**src/timer_ctrl_pkg.sv**
```systemverilog
// Constants and carrier types of the eight-channel timer control block.
// Assumes an APB master with 32-bit data; registers sit one to a word.
`default_nettype none

package timer_ctrl_pkg;

	// Bus geometry.
	localparam int ADDR_W = 10;

	// Register indices; the byte address is four times the index.
	localparam logic [7:0] IDX_CAPCMP_SEL    = 8'h00;
	localparam logic [7:0] IDX_FREE_COUNTER  = 8'h04;
	localparam logic [7:0] IDX_SYSCTL_ONE    = 8'h06;
	localparam logic [7:0] IDX_CMP_ACT_HI    = 8'h08;
	localparam logic [7:0] IDX_CMP_ACT_LO    = 8'h09;
	localparam logic [7:0] IDX_EDGE_HI       = 8'h0A;
	localparam logic [7:0] IDX_EDGE_LO       = 8'h0B;
	localparam logic [7:0] IDX_CH_IRQ_EN     = 8'h0C;
	localparam logic [7:0] IDX_SYSCTL_TWO    = 8'h0D;
	localparam logic [7:0] IDX_CH_FLAG       = 8'h0E;
	localparam logic [7:0] IDX_OVF_FLAG      = 8'h0F;
	localparam logic [3:0] IDX_CMP_VAL_HIGH  = 4'h1;
	localparam logic [7:0] IDX_PA_CTRL       = 8'h20;
	localparam logic [7:0] IDX_CH7_MASK      = 8'h24;
	localparam logic [7:0] IDX_PIN_DISC      = 8'h25;
	localparam logic [7:0] IDX_PREC_PRESCALE = 8'h26;

	// Field positions.
	localparam int BIT_TIMER_EN   = 7;
	localparam int BIT_FAST_CLEAR = 4;
	localparam int BIT_PREC_SEL   = 3;
	localparam int BIT_OVF_IRQ_EN = 7;
	localparam int BIT_CNT_RST_7  = 3;
	localparam int BIT_PA_EN      = 6;
	localparam int BIT_OVF_FLAG   = 7;
	localparam int PRESCALE_W     = 3;

	// Writable-bit masks; other bits read as zero.
	localparam logic [7:0] SYSCTL_ONE_MASK = 8'hF8;
	localparam logic [7:0] SYSCTL_TWO_MASK = 8'h8F;
	localparam logic [7:0] PA_CTRL_MASK    = 8'h7F;

	// Reset and limit values.
	localparam logic [7:0]  RST_BYTE = 8'h00;
	localparam logic [15:0] RST_WORD = 16'h0000;
	localparam logic [31:0] RST_DATA = 32'h0000_0000;
	localparam logic [15:0] CNT_MAX  = 16'hFFFF;
	localparam logic [15:0] CNT_ONE  = 16'h0001;
	localparam logic [7:0]  PRE_ONE  = 8'h01;

	// APB request from the master.
	typedef struct packed {
		logic              psel;
		logic              penable;
		logic              pwrite;
		logic [ADDR_W-1:0] paddr;
		logic [31:0]       pwdata;
	} apb_req_type;

	// APB answer to the master.
	typedef struct packed {
		logic [31:0] prdata;
		logic        pready;
		logic        pslverr;
	} apb_rsp_type;

	// Whole state of the timer control block.
	typedef struct packed {
		logic [7:0]       capcmp_sel;
		logic [7:0]       cmp_act_hi;
		logic [7:0]       cmp_act_lo;
		logic [7:0]       edge_hi;
		logic [7:0]       edge_lo;
		logic [7:0]       ch_irq_en;
		logic [7:0]       sysctl_one;
		logic [7:0]       sysctl_two;
		logic [7:0]       ch_flag;
		logic [7:0]       ovf_flag;
		logic [7:0]       pa_ctrl;
		logic [7:0]       ch7_mask;
		logic [7:0]       pin_disc;
		logic [7:0]       prec_prescale;
		logic             prec_locked;
		logic [15:0]      free_counter;
		logic [7:0]       pre_cnt;
		logic [7:0]       pre_div_m1;
		logic [7:0][15:0] cmp_val;
		logic [7:0]       out_line;
		logic [7:0]       in_meta;
		logic [7:0]       in_sync;
		logic [7:0]       in_prev;
		logic [31:0]      rdata;
	} tim_state_type;

endpackage

`default_nettype wire
```
**src/timer_ctrl.sv**
```systemverilog
// Control and status logic of an eight-channel 16-bit capture/compare timer.
// Assumes one bus clock, an APB master, and external drivers resolving pins.
`timescale 1ns/100ps
`default_nettype none

module timer_ctrl
(
	// Clock and reset.
	input  wire logic                        I_CLK_SYS,
	input  wire logic                        I_RST,
	// Register bus.
	input  wire timer_ctrl_pkg::apb_req_type I_APB,
	output var  timer_ctrl_pkg::apb_rsp_type O_APB,
	// Timer pins.
	input  wire logic [7:0]                  I_CH_PIN,
	output var  logic [7:0]                  O_CH_PIN,
	output var  logic [7:0]                  O_CH_PIN_OE_N,
	// Interrupt requests.
	output var  logic [7:0]                  O_CH_IRQ,
	output var  logic                        O_OVF_IRQ
);

	timer_ctrl_pkg::tim_state_type st_reg;
	timer_ctrl_pkg::tim_state_type st_next;

	logic        timer_en;
	logic        fast_clear;
	logic        cnt_rst_7;
	logic        tick;
	logic [7:0]  div_m1_sel;
	logic [15:0] act_ctrl;
	logic [15:0] edge_ctrl;
	logic [7:0]  rise;
	logic [7:0]  fall;
	logic [7:0]  hit;
	logic [7:0]  cap;
	logic [7:0]  out_next;
	logic [7:0]  drive;
	logic        setup;
	logic        access;
	logic [7:0]  idx;
	logic        cmp_sel;
	logic [2:0]  cmp_ch;
	logic [31:0] rd_val;
	logic        mapped;
	logic [7:0]  clr_ch;
	logic        clr_ovf;
	logic        ovf_set;

	// Control fields used across the block.
	assign timer_en   = st_reg.sysctl_one[timer_ctrl_pkg::BIT_TIMER_EN];
	assign fast_clear = st_reg.sysctl_one[timer_ctrl_pkg::BIT_FAST_CLEAR];
	assign cnt_rst_7  = st_reg.sysctl_two[timer_ctrl_pkg::BIT_CNT_RST_7];
	assign act_ctrl   = {st_reg.cmp_act_hi, st_reg.cmp_act_lo};
	assign edge_ctrl  = {st_reg.edge_hi, st_reg.edge_lo};

	// Divider choice; the precision register divides by its value plus one.
	assign div_m1_sel = st_reg.sysctl_one[timer_ctrl_pkg::BIT_PREC_SEL]
		? st_reg.prec_prescale
		: 8'((timer_ctrl_pkg::PRE_ONE
			<< st_reg.sysctl_two[timer_ctrl_pkg::PRESCALE_W-1:0])
			- timer_ctrl_pkg::PRE_ONE);

	// A tick ends each prescaler period, when all stages wrap to zero.
	assign tick = timer_en && (st_reg.pre_cnt == st_reg.pre_div_m1);

	// Edges are taken only from the second synchroniser stage onward.
	assign rise = st_reg.in_sync & ~st_reg.in_prev;
	assign fall = ~st_reg.in_sync & st_reg.in_prev;

	// Per-channel capture, compare and pin logic.
	for (genvar ch = 0; ch < 8; ch++)
	begin : g_ch
		logic om;
		logic ol;
		assign om = act_ctrl[2*ch+1];
		assign ol = act_ctrl[2*ch];
		// Compare is checked once per count value, as the count leaves it.
		assign hit[ch] = tick && st_reg.capcmp_sel[ch]
			&& (st_reg.free_counter == st_reg.cmp_val[ch]);
		assign cap[ch] = timer_en && !st_reg.capcmp_sel[ch]
			&& ((edge_ctrl[2*ch] && rise[ch])
			|| (edge_ctrl[2*ch+1] && fall[ch]));
		assign out_next[ch] = (hit[ch] && !st_reg.ch7_mask[ch])
			? (om ? ol : (ol ? !st_reg.out_line[ch]
				: st_reg.out_line[ch]))
			: st_reg.out_line[ch];
		assign drive[ch] = (om || ol) && !st_reg.pin_disc[ch];
	end

	// Pins and interrupt requests.
	assign O_CH_PIN      = st_reg.out_line;
	assign O_CH_PIN_OE_N = ~drive;
	assign O_CH_IRQ      = st_reg.ch_flag & st_reg.ch_irq_en;
	assign O_OVF_IRQ     = st_reg.ovf_flag[timer_ctrl_pkg::BIT_OVF_FLAG]
		&& st_reg.sysctl_two[timer_ctrl_pkg::BIT_OVF_IRQ_EN];

	// Bus phases; the slave never waits, so every access ends in one cycle.
	assign setup   = I_APB.psel && !I_APB.penable;
	assign access  = I_APB.psel && I_APB.penable;
	assign idx     = I_APB.paddr[timer_ctrl_pkg::ADDR_W-1:2];
	assign cmp_sel = (idx[7:4] == timer_ctrl_pkg::IDX_CMP_VAL_HIGH)
		&& !idx[0];
	assign cmp_ch  = idx[3:1];

	assign O_APB.prdata  = st_reg.rdata;
	assign O_APB.pready  = 1'b1;
	assign O_APB.pslverr = access && !mapped;

	// Read decode; an unmapped address reads zero and answers an error.
	always_comb
	begin
		rd_val = timer_ctrl_pkg::RST_DATA;
		mapped = 1'b1;
		case (idx)
			timer_ctrl_pkg::IDX_CAPCMP_SEL:    rd_val[7:0] = st_reg.capcmp_sel;
			timer_ctrl_pkg::IDX_FREE_COUNTER:
				rd_val[15:0] = st_reg.free_counter;
			timer_ctrl_pkg::IDX_SYSCTL_ONE:    rd_val[7:0] = st_reg.sysctl_one;
			timer_ctrl_pkg::IDX_CMP_ACT_HI:    rd_val[7:0] = st_reg.cmp_act_hi;
			timer_ctrl_pkg::IDX_CMP_ACT_LO:    rd_val[7:0] = st_reg.cmp_act_lo;
			timer_ctrl_pkg::IDX_EDGE_HI:       rd_val[7:0] = st_reg.edge_hi;
			timer_ctrl_pkg::IDX_EDGE_LO:       rd_val[7:0] = st_reg.edge_lo;
			timer_ctrl_pkg::IDX_CH_IRQ_EN:     rd_val[7:0] = st_reg.ch_irq_en;
			timer_ctrl_pkg::IDX_SYSCTL_TWO:    rd_val[7:0] = st_reg.sysctl_two;
			timer_ctrl_pkg::IDX_CH_FLAG:       rd_val[7:0] = st_reg.ch_flag;
			timer_ctrl_pkg::IDX_OVF_FLAG:      rd_val[7:0] = st_reg.ovf_flag;
			timer_ctrl_pkg::IDX_PA_CTRL:       rd_val[7:0] = st_reg.pa_ctrl;
			timer_ctrl_pkg::IDX_CH7_MASK:      rd_val[7:0] = st_reg.ch7_mask;
			timer_ctrl_pkg::IDX_PIN_DISC:      rd_val[7:0] = st_reg.pin_disc;
			timer_ctrl_pkg::IDX_PREC_PRESCALE:
				rd_val[7:0] = st_reg.prec_prescale;
			default:
			begin
				if (cmp_sel)
					rd_val[15:0] = st_reg.cmp_val[cmp_ch];
				else
					mapped = 1'b0;
			end
		endcase
	end

	// Next state: pins, prescaler, counter, bus writes and flags.
	always_comb
	begin
		st_next = st_reg;
		clr_ch  = timer_ctrl_pkg::RST_BYTE;
		clr_ovf = 1'b0;
		ovf_set = 1'b0;

		// Two-stage pin synchroniser and the previous sample.
		st_next.in_meta = I_CH_PIN;
		st_next.in_sync = st_reg.in_meta;
		st_next.in_prev = st_reg.in_sync;

		// A new factor loads only when the stages wrap, or while stopped.
		if (!timer_en || tick)
		begin
			st_next.pre_cnt    = timer_ctrl_pkg::RST_BYTE;
			st_next.pre_div_m1 = div_m1_sel;
		end
		else
			st_next.pre_cnt = 8'(st_reg.pre_cnt + timer_ctrl_pkg::PRE_ONE);

		// Counter: modulus reset on channel 7 match, else free-running.
		if (tick)
		begin
			if (cnt_rst_7 && hit[7])
				st_next.free_counter = timer_ctrl_pkg::RST_WORD;
			else
				st_next.free_counter = 16'(st_reg.free_counter
					+ timer_ctrl_pkg::CNT_ONE);
			ovf_set = (st_reg.free_counter == timer_ctrl_pkg::CNT_MAX)
				&& !(cnt_rst_7 && hit[7]);
		end

		// Captures latch the count into the channel value.
		for (int i = 0; i < 8; i++)
		begin
			if (cap[i])
				st_next.cmp_val[i] = st_reg.free_counter;
		end
		st_next.out_line = out_next;

		// Register writes take effect at the access edge.
		if (access && I_APB.pwrite)
		begin
			case (idx)
				timer_ctrl_pkg::IDX_CAPCMP_SEL:
					st_next.capcmp_sel = I_APB.pwdata[7:0];
				timer_ctrl_pkg::IDX_SYSCTL_ONE:
				begin
					st_next.sysctl_one = I_APB.pwdata[7:0]
						& timer_ctrl_pkg::SYSCTL_ONE_MASK;
					// Precision select may be written once after reset.
					if (st_reg.prec_locked)
						st_next.sysctl_one[timer_ctrl_pkg::BIT_PREC_SEL] =
							st_reg.sysctl_one[timer_ctrl_pkg::BIT_PREC_SEL];
					st_next.prec_locked = 1'b1;
				end
				timer_ctrl_pkg::IDX_CMP_ACT_HI:
					st_next.cmp_act_hi = I_APB.pwdata[7:0];
				timer_ctrl_pkg::IDX_CMP_ACT_LO:
					st_next.cmp_act_lo = I_APB.pwdata[7:0];
				timer_ctrl_pkg::IDX_EDGE_HI:
					st_next.edge_hi = I_APB.pwdata[7:0];
				timer_ctrl_pkg::IDX_EDGE_LO:
					st_next.edge_lo = I_APB.pwdata[7:0];
				timer_ctrl_pkg::IDX_CH_IRQ_EN:
					st_next.ch_irq_en = I_APB.pwdata[7:0];
				timer_ctrl_pkg::IDX_SYSCTL_TWO:
					st_next.sysctl_two = I_APB.pwdata[7:0]
						& timer_ctrl_pkg::SYSCTL_TWO_MASK;
				timer_ctrl_pkg::IDX_CH_FLAG:
				begin
					if (timer_en || st_reg.pa_ctrl[timer_ctrl_pkg::BIT_PA_EN])
						clr_ch = I_APB.pwdata[7:0];
				end
				timer_ctrl_pkg::IDX_OVF_FLAG:
				begin
					if (timer_en || st_reg.pa_ctrl[timer_ctrl_pkg::BIT_PA_EN])
						clr_ovf = I_APB.pwdata[
							timer_ctrl_pkg::BIT_OVF_FLAG];
				end
				timer_ctrl_pkg::IDX_PA_CTRL:
					st_next.pa_ctrl = I_APB.pwdata[7:0]
						& timer_ctrl_pkg::PA_CTRL_MASK;
				timer_ctrl_pkg::IDX_CH7_MASK:
					st_next.ch7_mask = I_APB.pwdata[7:0];
				timer_ctrl_pkg::IDX_PIN_DISC:
					st_next.pin_disc = I_APB.pwdata[7:0];
				timer_ctrl_pkg::IDX_PREC_PRESCALE:
					st_next.prec_prescale = I_APB.pwdata[7:0];
				default:
				begin
					// Value writes mean nothing on a capture channel.
					if (cmp_sel && st_reg.capcmp_sel[cmp_ch])
					begin
						st_next.cmp_val[cmp_ch] = I_APB.pwdata[15:0];
						if (fast_clear)
							clr_ch[cmp_ch] = 1'b1;
					end
				end
			endcase
		end

		// Fast clear by reading a capture value or touching the counter.
		if (access && !I_APB.pwrite && cmp_sel && fast_clear
			&& !st_reg.capcmp_sel[cmp_ch])
			clr_ch[cmp_ch] = 1'b1;
		if (access && fast_clear && idx == timer_ctrl_pkg::IDX_FREE_COUNTER)
			clr_ovf = 1'b1;

		// Flags: a new event wins over a clear in the same cycle.
		st_next.ch_flag = (st_reg.ch_flag & ~clr_ch) | hit | cap;
		st_next.ovf_flag[timer_ctrl_pkg::BIT_OVF_FLAG] =
			(st_reg.ovf_flag[timer_ctrl_pkg::BIT_OVF_FLAG] && !clr_ovf)
			|| ovf_set;

		// Read data is latched in the setup cycle and held for access.
		if (setup)
			st_next.rdata = rd_val;
	end

	// State register; synchronous reset clears everything.
	always_ff @(posedge I_CLK_SYS)
	begin
		if (I_RST)
			st_reg <= '0;
		else
			st_reg <= st_next;
	end

endmodule // timer_ctrl

`default_nettype wire

```
**config.mk**
```make
export PLATFORM = sky130hd
export DESIGN_NAME = timer_ctrl
export DESIGN_NICKNAME = d
export VERILOG_FILES = /design/src/timer_ctrl_pkg.sv /design/src/timer_ctrl.sv
export SDC_FILE = /design/constraint.sdc
export NUM_CORES = 1
export LEC_CHECK = 0
export ABC_AREA = 1
export BUFFER_PORTS_ARGS = -buffer_cell sky130_fd_sc_hd__buf_4
export CELL_PAD_IN_SITES_DETAIL_PLACEMENT = 0
export CELL_PAD_IN_SITES_GLOBAL_PLACEMENT = 2
export CORE_ASPECT_RATIO = 0.6
export CORE_MARGIN = 2
export CORE_UTILIZATION = 29
export DETAILED_ROUTE_END_ITERATION = 8
export PLACE_DENSITY = 0.84
export REMOVE_ABC_BUFFERS = 1
export SYNTH_ARGS = -nofsm -noshare
export SYNTH_HDL_FRONTEND = slang
export SYNTH_SLANG_ARGS = --single-unit
```
**constraint.sdc**
```tcl
create_clock -name I_CLK_SYS -period 1.64 [get_ports I_CLK_SYS]
set_clock_uncertainty 0.1 [all_clocks]
set_input_delay 0.246 -clock I_CLK_SYS [delete_from_list [all_inputs] [get_ports I_CLK_SYS]]
set_output_delay 0.246 -clock I_CLK_SYS [all_outputs]
set_load 0.05 [all_outputs]
```
==> impl_metrics.env <==
export IMPL_arrival_ns=2.29
export IMPL_final_core_util=0.444
export IMPL_status="finished, violations left"
export IMPL_wl_met2_um=43200
export IMPL_via_per_inst=5.15
export IMPL_grt_usage=0.301
export IMPL_report_final_slew_viol_count=0
export IMPL_clock_path_buffers=3
export IMPL_ys_ff_latch=307
export IMPL_crit_path_max_fanout=8
export IMPL_antenna_found_initial=9
export IMPL_clkSinkCount=307
export IMPL_syn_area_mm2=0.0218
export IMPL_power_w=0.0177
export IMPL_relSlewSlack=0.571
export IMPL_violations="negative setup slack"
export IMPL_cts_tree="yes"
export IMPL_drc=0
export IMPL_setup_viol=198
export IMPL_p_leak_nw=14.6
export IMPL_clk_latency_ns=0.59
export IMPL_avgRoutedWirePerCell_um=22.0
export IMPL_vias=28300
export IMPL_cap_violations=0
export IMPL_cts_made_buffers=35
export IMPL_drtIter0Drc=3766
export IMPL_synth_edf_count=0
export IMPL_largest_reg_flops=233
export IMPL_yosysSeqAreaShare=0.282
export IMPL_rsz0062_at_grt="yes"
export IMPL_async_flop_share=0
export IMPL_max_vdd_ir_drop_mv=0.590
export IMPL_portBuffers=78
export IMPL_pin_count=114
export IMPL_synth_area_leader_cell="nand2_1"
export IMPL_drive_above_1_share=0.290
export IMPL_h_tree_depth=2
export IMPL_min_period_ns=1.96
export IMPL_place_hpwl_um=86900
export IMPL_ant_nets=0
export IMPL_netlist_instances=3873
export IMPL_final_common_cell="nand2_1"
export IMPL_hold_viol_final=0
export IMPL_first_global_vias=25500
export IMPL_layout_common_cells="nand2_1, buf_4, dfxtp_1"
export IMPL_grt_max_degree=90
export IMPL_initial_utilization=0.294
export IMPL_wl_met3_um=18000
export IMPL_syn_to_final_growth_pct=50.7
export IMPL_dieArea_mm2=0.0774
export IMPL_core_area_mm2=0.0740
export IMPL_hp_class="input pin to flop"
export IMPL_synth_cell_type_count=46
export IMPL_worstSetupPathType="flop to flop"
export IMPL_critical_path_required_ns=1.97
export IMPL_die_w_um=358
export IMPL_clock_root_buffer="clkbuf_16"
export IMPL_grt_overflow_total=0
export IMPL_fin_hold_ws_ns=0.0314
export IMPL_yosys_area_top_type_share=0.299
export IMPL_globalplace_congestion=1.02
export IMPL_dp_cells=5333
export IMPL_grt_pass1_wl_um=172000
export IMPL_cts_clk_slew_worst_paths_ns=0.07
export IMPL_worstMarginPinSlew_ns=0.636
export IMPL_rows=77
export IMPL_firstDrtPassIters=6
export IMPL_synth_area_leaders="nand2_1, dfxtp_1, a21oi_1"
export IMPL_cp_start_kind="flop"
export IMPL_wl_um=121000
export IMPL_critPathCaptureType="flop"
export IMPL_syn_area_per_cell_um2=5.62
export IMPL_worst_slack_ns=-0.317
export IMPL_stdcell_count=5499
export IMPL_synthFlopType="dfxtp_1"
export IMPL_highest_layer="met5"
export IMPL_max_freq_mhz=511
export IMPL_fin_crit_sh=1.19
export IMPL_finalNetCount=4545
export IMPL_met1_length_um=57800
export IMPL_yosysWarnings=0
export IMPL_dieHeight_um=216
export IMPL_powerDensity_mw_per_mm2=538
==> what timing repair did <==
action / in CTS / in global routing
hold endpoints to repair: 9 / 0
setup endpoints to repair: 201 / 213
hold buffers: 10 / 0
setup buffers: 57 / 12
cloned: 23 / 10
resized for setup: 483 / 191
pin swaps: 109 / 55
==> routing by layer <==
| layer | track usage | vias to the layer above |
|---|---|---|
| met4 | 0.0464 | 2 |
| met2 | 0.373 | 1554 |
| met5 | 0.0138 | - |
| met3 | 0.118 | 135 |
| met1 | 0.474 | 13200 |
| li1 | - | 13500 |
==> cell type report <==
class | instances | area, µm²
clock buffers | 50 | 1020
clock inverters | 10 | 144
fillers | 7781 | 41200
inverters | 297 | 1190
flip-flops and latches | 307 | 6250
diodes | 2 | 5.00
multi-input cells | 3001 | 14700
well taps | 987 | 1230
repair buffers | 845 | 8250
==> Yosys cell counts (all sizes together) (3+ instances only) <==
cell and number:
nand3b 6, o2111ai 3, o22ai 22, inv 296, buf 159, o211ai 9, nor3 14, nand3 156
a21boi 9, o21ai 294, nand2 1743, a21oi 283, and3 4, nand4 75, a211oi 3, ha 3
xnor2 55, xor2 10, nor2 268, dfxtp 307, clkbuf 124, a31oi 10, and2 3
==> kinds of logic after synthesis <==
group | synth area share
AND/OR/NAND/NOR | 0.419
AO/OA/AOI/OAI | 0.153
buffers and inverters | 0.117
flip-flops | 0.282
XOR/XNOR | 0.0261
adder cells (fa/ha/maj) | 0.00172
other | 0.000345
==> power by group <==
part           switching (W)  internal [W]
registers          0.0000229       0.00746
logic                0.00116      0.000517
clock network        0.00381       0.00470
total                0.00500        0.0127
==> worst max-delay path: stages, from the launching register on <==
cell,delay (ns)
dfxtp_4,0.39
inv_2,0.05
o21ai_1,0.11
nand2_1,0.07
nand2_1,0.08
nand2_2,0.07
nand2_4,0.11
nand2_8,0.08
buf_12,0.15
buf_16,0.16
buf_16,0.18
nand2_4,0.05
nand2_1,0.05
nand2_1,0.08
a21oi_2,0.05
==> metrics by stage <==
step           area (µm²)  TNS, ns  worst slack, ns
6_report            32800   -41.86           -0.317
5_1_grt             32800   -56.19           -0.379
4_1_cts             31900   -28.10           -0.309
3_5_place_dp        27900   -96.82           -0.533
3_3_place_gp        27900   -94.10           -0.563
2_1_floorplan       20400  -912.42            -4.72
==> worst paths after layout <==
| kind | from | end | slack, ns | cells after the start |
|---|---|---|---|---|
| min reg2reg | st_next[41]$_SDFF_PP0_ | st_next[33]$_SDFF_PP0_ | 0.29 | 2 |
| max reg2reg | st_reg[333]$_SDFFE_PP0P_ | st_reg[132]$_SDFF_PP0_ | -0.32 | 14 |
| max | st_reg[333]$_SDFFE_PP0P_ | st_reg[132]$_SDFF_PP0_ | -0.32 | 14 |
| min | I_APB[2] | st_reg[331]$_SDFFE_PP0P_ | 0.03 | 3 |
Power figures use the tool's default switching activity.
